===== src/ppih_pkg.sv =====
// package for the parallel port adapter: control bit positions, register selects, carriers
// assumes nothing beyond a systemverilog compiler
package ppih_pkg;
  localparam int unsigned CTL_EN_EDGE = 0;      // edge input irq enable
  localparam int unsigned CTL_EDGE_POL = 1;     // edge input polarity, 1 rising
  localparam int unsigned CTL_DATA_SEL = 2;     // 1 data location, 0 direction reg
  localparam int unsigned CTL_EN_LINE = 3;      // control line irq enable / output level
  localparam int unsigned CTL_LINE_POL = 4;     // control line polarity / manual select
  localparam int unsigned CTL_LINE_OUT = 5;     // control line is output
  localparam int unsigned CTL_FLAG_LINE = 6;    // control line flag
  localparam int unsigned CTL_FLAG_EDGE = 7;    // edge input flag
  localparam logic [7:0] CTL_RESET = 8'h00;     // control register after reset
  localparam logic [7:0] CTL_WR_MASK = 8'h3F;   // writable control bits
  localparam logic [7:0] DATA_RESET = 8'h00;    // data and direction after reset
  localparam logic [1:0] SEL_A_DATA = 2'h0;     // port a data or direction
  localparam logic [1:0] SEL_A_CTRL = 2'h1;     // port a control
  localparam logic [1:0] SEL_B_DATA = 2'h2;     // port b data or direction
  localparam logic [1:0] SEL_B_CTRL = 2'h3;     // port b control
  localparam int unsigned SYNC_STAGES = 2;      // synchroniser depth

  // processor access request
  typedef struct packed {
    logic       rd;     // read strobe
    logic       wr;     // write strobe
    logic [1:0] sel;    // register select
    logic [7:0] wdata;  // write data
  } ppih_bus_s;

  // two-signal pin group
  typedef struct packed {
    logic [7:0] o;      // output level
    logic [7:0] oe;     // output enable
  } ppih_pins_s;

  // control line output mode
  typedef enum logic [1:0] {
    LINE_INPUT = 2'b00,
    LINE_HSHAKE = 2'b01,
    LINE_PULSE = 2'b10,
    LINE_MANUAL = 2'b11
  } ppih_line_e;
endpackage : ppih_pkg


===== src/ppih_top.sv =====
// top of the dual parallel port adapter: registers, ports, two sides
// assumes one-cycle rd/wr strobes synchronous to clk, never both at once
//
// Contract
// RQ1 - b flags set by active edges
// RQ2 - port b data read clears b flags
// RQ3 - a irq low on enabled set flag
// RQ4 - b irq low on enabled set flag
// RQ5 - direction bit one means output
// RQ6 - port b input lines undriven
// RQ7 - a edge input polarity by bit 1
// RQ8 - bit 7 sets regardless of enable
// RQ9 - bit 6 sets regardless of enable
// RQ10 - a line input, polarity by bit 4
// RQ11 - a pulse on port a read
// RQ12 - pulse low exactly one cycle
// RQ13 - a handshake low after a read
// RQ14 - a handshake high on edge input
// RQ15 - manual output follows bit 3
// RQ16 - b edge input like a
// RQ17 - b line input like a
// RQ18 - b pulse on port b write
// RQ19 - b handshake governs outbound data
// RQ20 - b handshake low write, high edge
// RQ21 - port a data read clears a flags
// RQ22 - inputs synchronised, samples compared
// RQ23 - flags read-only to processor
module ppih_top (
  input wire logic clk,                  // 10 mhz bus clock
  input wire logic reset,                // async reset, active high
  input wire ppih_pkg::ppih_bus_s bus,   // processor access
  output logic [7:0] rdata,              // read data, registered
  input wire logic [7:0] port_a_lines_i, // port a pin levels
  output ppih_pkg::ppih_pins_s port_a_lines, // port a drive
  input wire logic [7:0] port_b_lines_i, // port b pin levels
  output ppih_pkg::ppih_pins_s port_b_lines, // port b drive
  input wire logic side_a_edge_in,       // a edge input
  input wire logic side_a_ctl_line_i,    // a control line level
  output logic side_a_ctl_line_o,        // a control line drive
  output logic side_a_ctl_line_oe,       // a control line enable
  input wire logic side_b_edge_in,       // b edge input
  input wire logic side_b_ctl_line_i,    // b control line level
  output logic side_b_ctl_line_o,        // b control line drive
  output logic side_b_ctl_line_oe,       // b control line enable
  output logic side_a_irq_n,             // a irq, active low
  output logic side_b_irq_n              // b irq, active low
);
  logic [7:0] port_a_output_reg_ff;  // a output data
  logic [7:0] port_b_output_reg_ff;  // b output data
  logic [7:0] dir_a_ff;              // a direction
  logic [7:0] dir_b_ff;              // b direction
  logic [7:0] rdata_ff;              // read data
  logic [7:0] side_a_ctrl_reg;       // a control view
  logic [7:0] side_b_ctrl_reg;       // b control view
  logic [7:0] nxt_rdata;             // read mux
  logic a_sel_data;                  // a data location selected
  logic b_sel_data;                  // b data location selected
  logic a_data_rd;                   // read a data
  logic b_data_rd;                   // read b data
  logic b_data_wr;                   // write b data

  assign a_sel_data = side_a_ctrl_reg[ppih_pkg::CTL_DATA_SEL];
  assign b_sel_data = side_b_ctrl_reg[ppih_pkg::CTL_DATA_SEL];
  assign a_data_rd = bus.rd && bus.sel == ppih_pkg::SEL_A_DATA && a_sel_data;
  assign b_data_rd = bus.rd && bus.sel == ppih_pkg::SEL_B_DATA && b_sel_data;
  assign b_data_wr = bus.wr && bus.sel == ppih_pkg::SEL_B_DATA && b_sel_data;

  ppih_side #(.SIDE_B(1'b0)) u_side_a (
    .clk(clk), .reset(reset),
    .ctl_wr(bus.wr && bus.sel == ppih_pkg::SEL_A_CTRL), .wdata(bus.wdata),
    .data_rd(a_data_rd), .data_wr(1'b0),
    .edge_pin(side_a_edge_in), .line_pin(side_a_ctl_line_i),
    .ctrl(side_a_ctrl_reg), .line_o(side_a_ctl_line_o),
    .line_oe(side_a_ctl_line_oe), .irq_n(side_a_irq_n));

  ppih_side #(.SIDE_B(1'b1)) u_side_b (
    .clk(clk), .reset(reset),
    .ctl_wr(bus.wr && bus.sel == ppih_pkg::SEL_B_CTRL), .wdata(bus.wdata),
    .data_rd(b_data_rd), .data_wr(b_data_wr),
    .edge_pin(side_b_edge_in), .line_pin(side_b_ctl_line_i),
    .ctrl(side_b_ctrl_reg), .line_o(side_b_ctl_line_o),
    .line_oe(side_b_ctl_line_oe), .irq_n(side_b_irq_n));

  // data and direction register writes, routed by control bit 2
  always_ff @(posedge clk or posedge reset) begin
    if (reset) begin
      port_a_output_reg_ff <= ppih_pkg::DATA_RESET;
      port_b_output_reg_ff <= ppih_pkg::DATA_RESET;
      dir_a_ff <= ppih_pkg::DATA_RESET;
      dir_b_ff <= ppih_pkg::DATA_RESET;
    end else if (bus.wr) begin
      case (bus.sel)
        ppih_pkg::SEL_A_DATA: begin
          if (a_sel_data) port_a_output_reg_ff <= bus.wdata;
          else dir_a_ff <= bus.wdata;
        end
        ppih_pkg::SEL_B_DATA: begin
          if (b_sel_data) port_b_output_reg_ff <= bus.wdata;
          else dir_b_ff <= bus.wdata;
        end
        default: ;
      endcase
    end
  end

  // read mux: a reads pins, b reads output reg for output lines
  always_comb begin
    case (bus.sel)
      ppih_pkg::SEL_A_DATA: nxt_rdata = a_sel_data ? port_a_lines_i : dir_a_ff;
      ppih_pkg::SEL_A_CTRL: nxt_rdata = side_a_ctrl_reg;
      ppih_pkg::SEL_B_DATA: nxt_rdata = b_sel_data ?
        ((port_b_output_reg_ff & dir_b_ff) | (port_b_lines_i & ~dir_b_ff)) : dir_b_ff;
      ppih_pkg::SEL_B_CTRL: nxt_rdata = side_b_ctrl_reg;
      default: nxt_rdata = 8'h00;
    endcase
  end

  // capture read data on a read strobe
  always_ff @(posedge clk or posedge reset) begin
    if (reset) rdata_ff <= 8'h00;
    else if (bus.rd) rdata_ff <= nxt_rdata;
  end
  assign rdata = rdata_ff;

  // port drive: enable per direction bit (see RQ5, RQ6)
  assign port_a_lines.o = port_a_output_reg_ff;
  assign port_a_lines.oe = dir_a_ff;
  assign port_b_lines.o = port_b_output_reg_ff;
  assign port_b_lines.oe = dir_b_ff;
endmodule : ppih_top


===== src/ppih_edge.sv =====
// synchroniser plus edge detector for one control input
// assumes the input is asynchronous to clk
module ppih_edge (
  input wire logic clk,     // bus clock
  input wire logic reset,   // async reset, active high
  input wire logic din,     // raw pin level
  input wire logic rising,  // 1 selects rising edge
  output logic level,       // synchronised level
  output logic active       // one-cycle active edge pulse
);
  logic [ppih_pkg::SYNC_STAGES-1:0] sync_ff; // two-stage synchroniser
  logic prev_ff;                             // previous synchronised sample

  // synchronise, then keep one older sample
  always_ff @(posedge clk or posedge reset) begin
    if (reset) begin
      sync_ff <= '0;
      prev_ff <= 1'b0;
    end else begin
      sync_ff <= {sync_ff[0], din};
      prev_ff <= sync_ff[1];
    end
  end

  assign level = sync_ff[1];
  // compare successive registered samples (see RQ22)
  assign active = rising ? (sync_ff[1] & ~prev_ff) : (~sync_ff[1] & prev_ff);
endmodule : ppih_edge


===== src/ppih_side.sv =====
// one side's control register, flags, control line and irq
// assumes access strobes are one-cycle pulses from the top
module ppih_side #(
  parameter bit SIDE_B = 1'b0   // 0 read handshake (a), 1 write handshake (b)
) (
  input wire logic clk,          // bus clock
  input wire logic reset,        // async reset, active high
  input wire logic ctl_wr,       // control register write
  input wire logic [7:0] wdata,  // write data
  input wire logic data_rd,      // data location read
  input wire logic data_wr,      // data location write
  input wire logic edge_pin,     // edge input pin
  input wire logic line_pin,     // control line pin in
  output logic [7:0] ctrl,       // control register view
  output logic line_o,           // control line drive level
  output logic line_oe,          // control line drive enable
  output logic irq_n             // interrupt request, active low
);
  logic [5:0] cfg_ff;            // writable control bits
  logic flag_edge_ff;            // bit 7 flag
  logic flag_line_ff;            // bit 6 flag
  logic line_ff;                 // control line output
  logic line_oe_ff;              // control line enable
  logic irq_n_ff;                // registered irq
  logic edge_act;                // active edge on edge input
  logic line_act;                // active edge on control line
  logic access;                  // the triggering data access
  ppih_pkg::ppih_line_e mode;    // control line mode

  ppih_edge u_edge (.clk(clk), .reset(reset), .din(edge_pin),
    .rising(cfg_ff[ppih_pkg::CTL_EDGE_POL]), .level(), .active(edge_act));
  ppih_edge u_line (.clk(clk), .reset(reset), .din(line_pin),
    .rising(cfg_ff[ppih_pkg::CTL_LINE_POL]), .level(), .active(line_act));

  // decode mode from bits 5..3
  always_comb begin
    if (!cfg_ff[ppih_pkg::CTL_LINE_OUT]) mode = ppih_pkg::LINE_INPUT;
    else if (cfg_ff[ppih_pkg::CTL_LINE_POL]) mode = ppih_pkg::LINE_MANUAL;
    else if (cfg_ff[ppih_pkg::CTL_EN_LINE]) mode = ppih_pkg::LINE_PULSE;
    else mode = ppih_pkg::LINE_HSHAKE;
  end
  assign access = SIDE_B ? data_wr : data_rd; // see RQ18

  // writable bits only; flags not touched by writes (see RQ23)
  always_ff @(posedge clk or posedge reset) begin
    if (reset) cfg_ff <= ppih_pkg::CTL_RESET[5:0];
    else if (ctl_wr) cfg_ff <= wdata[5:0];
  end

  // edge flag: set regardless of enable, set beats clear (see RQ1, RQ7, RQ8, RQ16)
  always_ff @(posedge clk or posedge reset) begin
    if (reset) flag_edge_ff <= 1'b0;
    else if (edge_act) flag_edge_ff <= 1'b1;
    else if (data_rd) flag_edge_ff <= 1'b0; // see RQ2, RQ21
  end

  // line flag only in input mode (see RQ9, RQ10, RQ17)
  always_ff @(posedge clk or posedge reset) begin
    if (reset) flag_line_ff <= 1'b0;
    else if (line_act && mode == ppih_pkg::LINE_INPUT) flag_line_ff <= 1'b1;
    else if (data_rd) flag_line_ff <= 1'b0; // see RQ2, RQ21
  end

  // control line output behaviour
  always_ff @(posedge clk or posedge reset) begin
    if (reset) begin
      line_ff <= 1'b1;
      line_oe_ff <= 1'b0;
    end else begin
      line_oe_ff <= (mode != ppih_pkg::LINE_INPUT);
      case (mode)
        ppih_pkg::LINE_INPUT: line_ff <= 1'b1;
        ppih_pkg::LINE_HSHAKE: begin
          if (access) line_ff <= 1'b0;          // see RQ13, RQ20
          else if (edge_act) line_ff <= 1'b1;   // see RQ14, RQ19, RQ20
        end
        ppih_pkg::LINE_PULSE: line_ff <= ~access; // low one cycle (see RQ11, RQ12)
        ppih_pkg::LINE_MANUAL: line_ff <= cfg_ff[ppih_pkg::CTL_EN_LINE]; // see RQ15
        default: line_ff <= 1'b1;
      endcase
    end
  end

  // irq low on enabled flag (see RQ3, RQ4)
  always_ff @(posedge clk or posedge reset) begin
    if (reset) irq_n_ff <= 1'b1;
    else irq_n_ff <= ~((flag_edge_ff & cfg_ff[ppih_pkg::CTL_EN_EDGE]) |
                       (flag_line_ff & cfg_ff[ppih_pkg::CTL_EN_LINE]));
  end

  assign ctrl = {flag_edge_ff, flag_line_ff, cfg_ff};
  assign line_o = line_ff;
  assign line_oe = line_oe_ff;
  assign irq_n = irq_n_ff;
endmodule : ppih_side


===== config.mk =====
export PLATFORM = sky130hd
export DESIGN_NAME = ppih_top
export DESIGN_NICKNAME = d
export VERILOG_FILES = /design/src/ppih_pkg.sv /design/src/ppih_top.sv /design/src/ppih_edge.sv /design/src/ppih_side.sv
export SDC_FILE = /design/constraint.sdc
export NUM_CORES = 1
export LEC_CHECK = 0
export BUFFER_PORTS_ARGS = -buffer_cell sky130_fd_sc_hd__clkbuf_2
export CORE_UTILIZATION = 46
export DETAILED_ROUTE_END_ITERATION = 16
export GPL_TIMING_DRIVEN = 1
export PLACE_DENSITY_LB_ADDON = 0.08
export SYNTH_ARGS = -nofsm -noshare
export SYNTH_HDL_FRONTEND = slang
export SYNTH_HIERARCHICAL = 1
export SYNTH_SLANG_ARGS = --single-unit

===== constraint.sdc =====
create_clock -name clk -period 2.05 [get_ports clk]
set_input_delay 0.41 -clock clk [delete_from_list [all_inputs] [get_ports clk]]
set_output_delay 0.41 -clock clk [all_outputs]
set_load 0.01 [all_outputs]

==> flow_metrics.env, run 1 <==
export IMPL_reg2reg_slack_ns=0.28
export IMPL_start_util_pct=47.5
export IMPL_r2r_start="u_side_a/cfg_ff[2]"
export IMPL_path_buf_inv=1
export IMPL_drc=0
export IMPL_vdd_ir_drop_max_mv=0.531
export IMPL_rsz0062_at_grt="false"
export IMPL_cts_buffer_depth=2
export IMPL_wire_per_inst_microns=17.4
export IMPL_max_cap_violations=0
export IMPL_min_period_over_period_pct=86.3
export IMPL_leakagePower_nw=1.98
export IMPL_layout_cells_non_filler=467
export IMPL_grt_max_degree=41
export IMPL_die_area_sq_um=7850
export IMPL_tns_ns=0
export IMPL_placed_area_sq_um=3960
export IMPL_n_antenna_cell=0
export IMPL_wirelength_microns=8150
export IMPL_die_y_microns=88.6
export IMPL_vias=2469
export IMPL_numCtsBuffers=9
export IMPL_critical_path_slowest_cell="dfrtp_1"
export IMPL_final_hold_viol_count=0
export IMPL_totalPowerFinal_mw=4.55
export IMPL_min_path_cells=1
export IMPL_fillCellCount=663
export IMPL_yosysWarnings=6
export IMPL_relSlewSlack_pct=65.4
export IMPL_io_pins=80
export IMPL_crit_type="flip-flop to flip-flop"
export IMPL_avgSynthCellArea_sq_um=12.4
export IMPL_startpoint_type="flip-flop"
export IMPL_dp_hpwl_microns=6060
export IMPL_slew_violations=0
export IMPL_reg2reg_depth=4
export IMPL_final_common_cell="clkbuf_2"
export IMPL_place_congestion=0.846
export IMPL_cts_root_buf="clkbuf_8"
export IMPL_cts_tree="done"
export IMPL_placed_cells=450
export IMPL_hp_class="input pin to flip-flop"
export IMPL_post_cts_buffers=0
export IMPL_area_growth_pct=20.9
export IMPL_clock_skew_ns=0.0102
export IMPL_timing_fmax_mhz=565
export IMPL_setup_violations_final=0
export IMPL_io_buffer_count=79
export IMPL_crit_family="compound AO/OA/AOI/OAI gates"
export IMPL_syn_area_sq_um=3450
export IMPL_num_rows=31
export IMPL_dr_pass1_iters=4
export IMPL_power_density_nw_per_um2=1090
export IMPL_overflow=0
export IMPL_period_needed_ns=1.77
export IMPL_min_from="side_a_ctl_line_i"
export IMPL_synthCells=277
export IMPL_first_iter_violations=109
export IMPL_status="completed"
export IMPL_core_sq_um=7250
export IMPL_finalNetCount=405
export IMPL_fin_util_pct=57.5
export IMPL_crit_chain="buf_4 > mux2_2 > a221oi_1 > o21ai_0"
export IMPL_clkTransAtPathRegs_ns=0.07
export IMPL_postRouteAntennaNets=0
export IMPL_min_to="u_side_a/u_line/sync_ff[0]"
export IMPL_end_kind="flip-flop"
export IMPL_die_width_microns=88.6
export IMPL_drive_gt1_share_pct=47.3
export IMPL_critPathArrivalTime_ns=1.98
export IMPL_grt_pass1_vias=2336
export IMPL_layout_common_cells="clkbuf_2 (79), dfrtp_1 (70), mux2_2 (53)"
export IMPL_grt_pass1_wl_microns=12700
export IMPL_clk_latency_ns=0.35
export IMPL_antenna_found_initial=0
export IMPL_syn_nets=319
export IMPL_required_ns=2.26
export IMPL_fin_area_sq_um=4170
export IMPL_crit_fanout=8
export IMPL_clock_sinks=74
export IMPL_vias_per_cell=5.29
export IMPL_tightest_slew_ns=0.519
export IMPL_r2r_end="rdata[1]"
export IMPL_h_tree_depth=3
export IMPL_grt_usage_pct=22.7
export IMPL_cpPeakStageDelay_ns=0.52
-- area by class of cell --
class	count	area (sq um)	area share, %
Sequential cell	74	1860	44.5
Multi-Input combinational cell	163	1410	33.8
Timing Repair Buffer	92	495	11.9
Clock buffer	11	141	3.39
Tap cell	99	124	2.97
Inverter	23	86.3	2.07
Clock inverter	5	55.1	1.32
-- metal layers --
metal | part of all wire [%] | track usage (%) | up-vias
li1 | - | - | 1151
met1 | 47 | 32.5 | 1236
met2 | 47 | 33.9 | 70
met3 | 4.4 | 5.50 | 12
met4 | 1.7 | 7.33 | 0
met5 | 0 | 0 | -
-- report_power, final --
part           switching (mW)  leakage, nW  internal (mW)
clock                   0.539       0.0953          0.592
combinational           0.610         1.02          0.657
sequential              0.307        0.863           1.85
-- sequential cells by signal, indices dropped and copies added, names as in the netlist, 2 cells and up --
signal,cells
port_b_output_reg_ff,8
dir_b_ff,8
u_side_a/u_line/sync_ff,2
u_side_b/cfg_ff,6
u_side_b/u_line/sync_ff,2
dir_a_ff,8
u_side_b/u_edge/sync_ff,2
port_a_output_reg_ff,8
rdata,8
u_side_a/u_edge/sync_ff,2
u_side_a/cfg_ff,6
-- timing repair --
action	in CTS	in global routing
hold endpoints to repair	3	0
hold buffers	1	0
gates resized for setup	0	0
-- stage by stage --
step,worst slack [ns],hold WS (ns)
after floorplan,0.429,0.164
after global placement,0.149,0.332
after detailed placement,0.166,0.338
after CTS,0.273,0.150
after global routing,0.180,0.150
final,0.280,0.169
-- worst max-delay path by stage --
| stage | start | endpoint | slack, ns | depth (start not counted) |
|---|---|---|---|---|
| final | u_side_a/cfg_ff[2] | rdata[1] | 0.28 | 4 |
| after global routing | u_side_a/cfg_ff[4] | u_side_a/line_o | 0.18 | 4 |
| after CTS | u_side_b/cfg_ff[4] | u_side_b/line_o | 0.27 | 4 |
| after detailed placement | bus[9] | rdata[1] | 0.17 | 5 |
| after global placement | bus[9] | rdata[1] | 0.15 | 5 |
| after floorplan | bus[8] | u_side_b/cfg_ff[0] | 0.43 | 5 |
(Power assumes the default switching activity.)
==> run 2: changes to the inputs <==
Settings changed: BUFFER_PORTS_ARGS -buffer_cell sky130_fd_sc_hd__clkbuf_2 to -buffer_cell sky130_fd_sc_hd__buf_2.
==> run 2 against run 1 <==
Net effect: combinational power is essentially flat; routed wire length fell by 0.72%; worst setup slack got worse by 0.0019 ns; sequential share of layout area rose by 0.13 points; sequential power hardly changed; clock skew decreased by 0.0012 ns; power increased by 0.11%; worst hold slack worse by 0.00094 ns; largest power group unchanged; maximum frequency down 0.11%; via count up 0.53%; count of clock-buffer cells in the layout grew 2.
==> flow_metrics.env, run 2 (synthesis results as in run 1) <==
export IMPL_status="completed"
export IMPL_clk_latency_ns=0.34
export IMPL_leakagePower_nw=1.97
export IMPL_tns_ns=0
export IMPL_final_common_cell="buf_2"
export IMPL_critPathArrivalTime_ns=2.04
export IMPL_io_pins=80
export IMPL_worstSetupStartpoint="u_side_b/cfg_ff[4]"
export IMPL_first_iter_violations=118
export IMPL_grt_pass1_wl_microns=12500
export IMPL_r2r_end="u_side_b/line_o"
export IMPL_place_congestion=0.777
export IMPL_n_antenna_cell=0
export IMPL_reg2reg_depth=4
export IMPL_vdd_ir_drop_max_mv=0.523
export IMPL_num_rows=31
export IMPL_rsz0062_at_grt="false"
export IMPL_crit_type="flip-flop to flip-flop"
export IMPL_layout_common_cells="buf_2 (79), dfrtp_1 (70), mux2_2 (53)"
export IMPL_power_density_nw_per_um2=1100
export IMPL_io_buffer_count=79
export IMPL_final_hold_viol_count=0
export IMPL_grt_pass1_vias=2306
export IMPL_period_needed_ns=1.77
export IMPL_wirelength_microns=8090
export IMPL_cts_tree="done"
export IMPL_drive_gt1_share_pct=46.7
export IMPL_dr_pass1_iters=5
export IMPL_clock_sinks=74
export IMPL_slew_violations=0
export IMPL_grt_usage_pct=22.6
export IMPL_r2r_start="u_side_b/cfg_ff[4]"
export IMPL_reg2reg_slack_ns=0.28
export IMPL_die_width_microns=88.6
export IMPL_antenna_found_initial=0
export IMPL_drc=0
export IMPL_placed_cells=448
export IMPL_end_kind="flip-flop"
export IMPL_min_period_over_period_pct=86.4
export IMPL_core_sq_um=7250
export IMPL_h_tree_depth=3
export IMPL_vias_per_cell=5.34
export IMPL_cts_root_buf="clkbuf_8"
export IMPL_die_y_microns=88.6
export IMPL_layout_cells_non_filler=465
export IMPL_crit_fanout=6
export IMPL_vias=2482
export IMPL_relSlewSlack_pct=66.7
export IMPL_clkTransAtPathRegs_ns=0.07
export IMPL_crit_end="u_side_b/line_o"
export IMPL_hp_class="input pin to flip-flop"
export IMPL_max_cap_violations=0
export IMPL_cts_buffer_depth=2
export IMPL_timing_fmax_mhz=564
export IMPL_post_cts_buffers=0
export IMPL_area_growth_pct=20.5
export IMPL_finalNetCount=403
export IMPL_startpoint_type="flip-flop"
export IMPL_setup_violations_final=0
export IMPL_cts_resized_gates=0
export IMPL_postRouteAntennaNets=0
export IMPL_start_util_pct=47.5
export IMPL_overflow=0
export IMPL_dp_hpwl_microns=5930
export IMPL_wire_per_inst_microns=17.4
export IMPL_numCtsBuffers=9
export IMPL_tightest_slew_ns=0.500
export IMPL_min_path_cells=1
export IMPL_postCtsHoldBufs=1
export IMPL_required_ns=2.32
export IMPL_grt_max_degree=41
export IMPL_clock_skew_ns=0.00905
export IMPL_die_area_sq_um=7850
==> run 2: cell types whose count changed in the layout (fill, tap and decap cells not counted) <==
cell,before,now
clkinvlp_4,2,0
clkbuf_1,1,2
clkbuf_2,79,0
buf_4,12,10
buf_2,0,79
clkbuf_8,10,11
==> run 2: layout make-up <==
cell class                      count  area (sq um)
Sequential cell                    74          1860
Inverter                           23          86.3
Timing Repair Buffer               90           480
Clock inverter                      3          40.0
Fill cell                         656          3100
Multi-Input combinational cell    163          1410
Tap cell                           99           124
Clock buffer                       13           159
==> run 2: how the worst min path moves through the flow <==
stage	start	endpoint	slack (ns)
finish	side_a_edge_in	u_side_a/u_edge/sync_ff[0]	0.17
global route	side_b_edge_in	u_side_b/u_edge/sync_ff[0]	0.15
CTS	side_b_edge_in	u_side_b/u_edge/sync_ff[0]	0.15
detailed placement	u_side_a/u_edge/sync_ff[0]	u_side_a/u_edge/sync_ff[1]	0.34
global placement	u_side_a/u_line/sync_ff[0]	u_side_a/u_line/sync_ff[1]	0.33
floorplan	reset	u_side_a/u_edge/prev_ff	0.16
==> run 2: layer usage <==
metal	wire length [microns]	global-route usage (%)	up-vias
li1	-	-	1148
met1	3660	32.1	1247
met2	3830	34.2	78
met3	496	5.22	9
met4	104	7.48	0
met5	0	0	-
==> run 2: critical path, cell delays in order (launching register included) <==
cell     delay [ns]
dfrtp_1        0.46
o21ai_0        0.43
ha_1           0.25
or4b_1         0.45
o31a_1         0.12
==> run 2: through the flow <==
stage          utilization [%]  total power [mW]  hold slack (ns)  setup slack (ns)  area (sq um)
5_1_grt                   57.3              4.85            0.146             0.112          4160
2_1_floorplan                -              2.93            0.164             0.429          3450
4_1_cts                   57.3              4.61            0.155             0.265          4160
6_report                  57.3              4.56            0.168             0.278          4160
3_5_place_dp              54.4              3.46            0.336             0.159          3950
3_3_place_gp              54.4              3.43            0.334             0.196          3950
==> run 2: power breakdown <==
group	internal (mW)	switching [mW]
Clock	0.626	0.516
Sequential	1.85	0.295
Combinational	0.663	0.608
Total	3.14	1.42
==> run 3: changes to the inputs <==
Settings changed: ABC_AREA set to 1.
==> run 3 against run 2 <==
Net effect: utilization is 0.24 points lower; critical path type unchanged; sequential share of layout area decreased by 3.0 points; cell area up 7.2%; worst setup slack better by 0.24 ns; cell count up 40%; die area is 8.7% higher; sequential power shrank 7%; highest routed layer unchanged; count of clock-buffer cells in the layout is 3 lower.
==> flow_metrics.env, run 3 <==
export IMPL_status="completed"
export IMPL_startpoint_type="flip-flop"
export IMPL_grt_pass1_wl_microns=14700
export IMPL_place_congestion=0.939
export IMPL_vdd_ir_drop_max_mv=0.466
export IMPL_synthCells=464
export IMPL_clock_sinks=74
export IMPL_grt_pass1_vias=2907
export IMPL_crit_chain="o21ai_0 > ha_1 > inv_1 > nand2_1 > nand3_1 > nand2_1 > nand2_1"
export IMPL_crit_fanout=5
export IMPL_n_antenna_cell=0
export IMPL_dp_hpwl_microns=6630
export IMPL_setup_violations_final=0
export IMPL_grt_usage_pct=23.0
export IMPL_vias=3066
export IMPL_critical_path_slowest_cell="dfrtp_1"
export IMPL_syn_nets=506
export IMPL_wire_per_inst_microns=13.6
export IMPL_io_buffer_count=79
export IMPL_antenna_found_initial=0
export IMPL_relSlewSlack_pct=65.5
export IMPL_finalNetCount=585
export IMPL_die_area_sq_um=8530
export IMPL_cts_tree="done"
export IMPL_path_buf_inv=1
export IMPL_yosysWarnings=6
export IMPL_slew_violations=0
export IMPL_first_iter_violations=135
export IMPL_postRouteAntennaNets=0
export IMPL_final_hold_viol_count=0
export IMPL_core_sq_um=7810
export IMPL_drive_gt1_share_pct=24.3
export IMPL_dr_pass1_iters=4
export IMPL_crit_type="flip-flop to flip-flop"
export IMPL_leakagePower_nw=2.49
export IMPL_clk_latency_ns=0.35
export IMPL_cpPeakStageDelay_ns=0.45
export IMPL_end_kind="flip-flop"
export IMPL_fin_util_pct=57.1
export IMPL_start_util_pct=48.1
export IMPL_required_ns=2.34
export IMPL_critPathArrivalTime_ns=1.82
export IMPL_crit_family="flip-flops"
export IMPL_max_cap_violations=0
export IMPL_wirelength_microns=8810
export IMPL_die_width_microns=92.3
export IMPL_cts_root_buf="clkbuf_8"
export IMPL_grt_max_degree=41
export IMPL_layout_common_cells="nand2_1 (112), inv_1 (102), buf_2 (79)"
export IMPL_min_period_over_period_pct=74.7
export IMPL_h_tree_depth=3
export IMPL_power_density_nw_per_um2=1040
export IMPL_reg2reg_slack_ns=0.52
export IMPL_hp_class="input pin to flip-flop"
export IMPL_avgSynthCellArea_sq_um=8.09
export IMPL_overflow=0
export IMPL_area_growth_pct=18.7
export IMPL_drc=0
export IMPL_numCtsBuffers=9
export IMPL_syn_area_sq_um=3750
export IMPL_num_rows=32
export IMPL_rsz0062_at_grt="false"
export IMPL_clkTransAtPathRegs_ns=0.08
export IMPL_vias_per_cell=4.72
export IMPL_die_y_microns=92.3
export IMPL_tns_ns=0
export IMPL_clock_skew_ns=0.00870
export IMPL_period_needed_ns=1.53
export IMPL_io_pins=80
export IMPL_tightest_slew_ns=0.517
export IMPL_cts_buffer_depth=2
export IMPL_path_common_cell="nand2_1"
export IMPL_final_common_cell="nand2_1"
export IMPL_timing_fmax_mhz=653
==> run 3: path summary, 6_finish.rpt <==
check	startpoint	end	cells past startpoint
max	u_side_a/cfg_ff[3]	u_side_a/line_o	7
min	side_b_edge_in	u_side_b/u_edge/sync_ff[0]	1
max reg2reg	u_side_a/cfg_ff[3]	u_side_a/line_o	7
min reg2reg	u_side_a/u_edge/sync_ff[0]	u_side_a/u_edge/sync_ff[1]	0
max in group asynchronous	reset	dir_b_ff[3]	4
min in group asynchronous	reset	u_side_b/u_edge/sync_ff[0]	3
==> run 3: final cells by class <==
class                           count  area [sq um]
Clock buffer                       10           128
Sequential cell                    74          1860
Fill cell                         774          3350
Clock inverter                      5           129
Multi-Input combinational cell    266          1360
Inverter                          105           394
Tap cell                          102           128
Timing Repair Buffer               87           458
==> run 3: report_power, final <==
| part | switching, mW | internal, mW | leakage (nW) |
|---|---|---|---|
| registers | 0.236 | 1.77 | 0.886 |
| clock network | 0.550 | 0.928 | 0.127 |
| logic | 0.687 | 0.457 | 1.48 |
==> run 3: what timing repair did <==
action / CTS / global route
setup endpoints to repair: 0 / 0
gates resized for setup: 0 / 0
setup buffers: 0 / 0
hold endpoints to repair: 12 / 0
hold buffers: 1 / 0
==> run 3: layer usage <==
| metal | GRT usage [%] | vias to the layer above | wire, microns |
|---|---|---|---|
| met4 | 8.59 | 0 | 127 |
| met2 | 35.4 | 85 | 4060 |
| met3 | 3.37 | 10 | 453 |
| met1 | 32.8 | 1409 | 4180 |
| met5 | 0 | - | 0 |
| li1 | - | 1562 | - |
==> run 3: worst register-to-register path: cells and delay by family, from the launching register on <==
kind	cells	cell delay (ns)
AOI/OAI and AO/OA	1	0.45
buffers and inverters	1	0.05
and+or+nand+nor	4	0.20
adders and majority gates	1	0.33
DFF	1	0.45
==> run 3: metrics by stage <==
step	hold slack, ns	power (mW)	cells	setup slack (ns)	instance area, sq um
global placement	0.333	3.16	633	0.407	4190
detailed placement	0.338	3.19	633	0.350	4190
global route	0.144	4.92	649	0.369	4460
finish	0.160	4.63	649	0.519	4460
floorplan	0.164	2.75	464	0.642	3750
CTS	0.145	4.67	649	0.538	4460
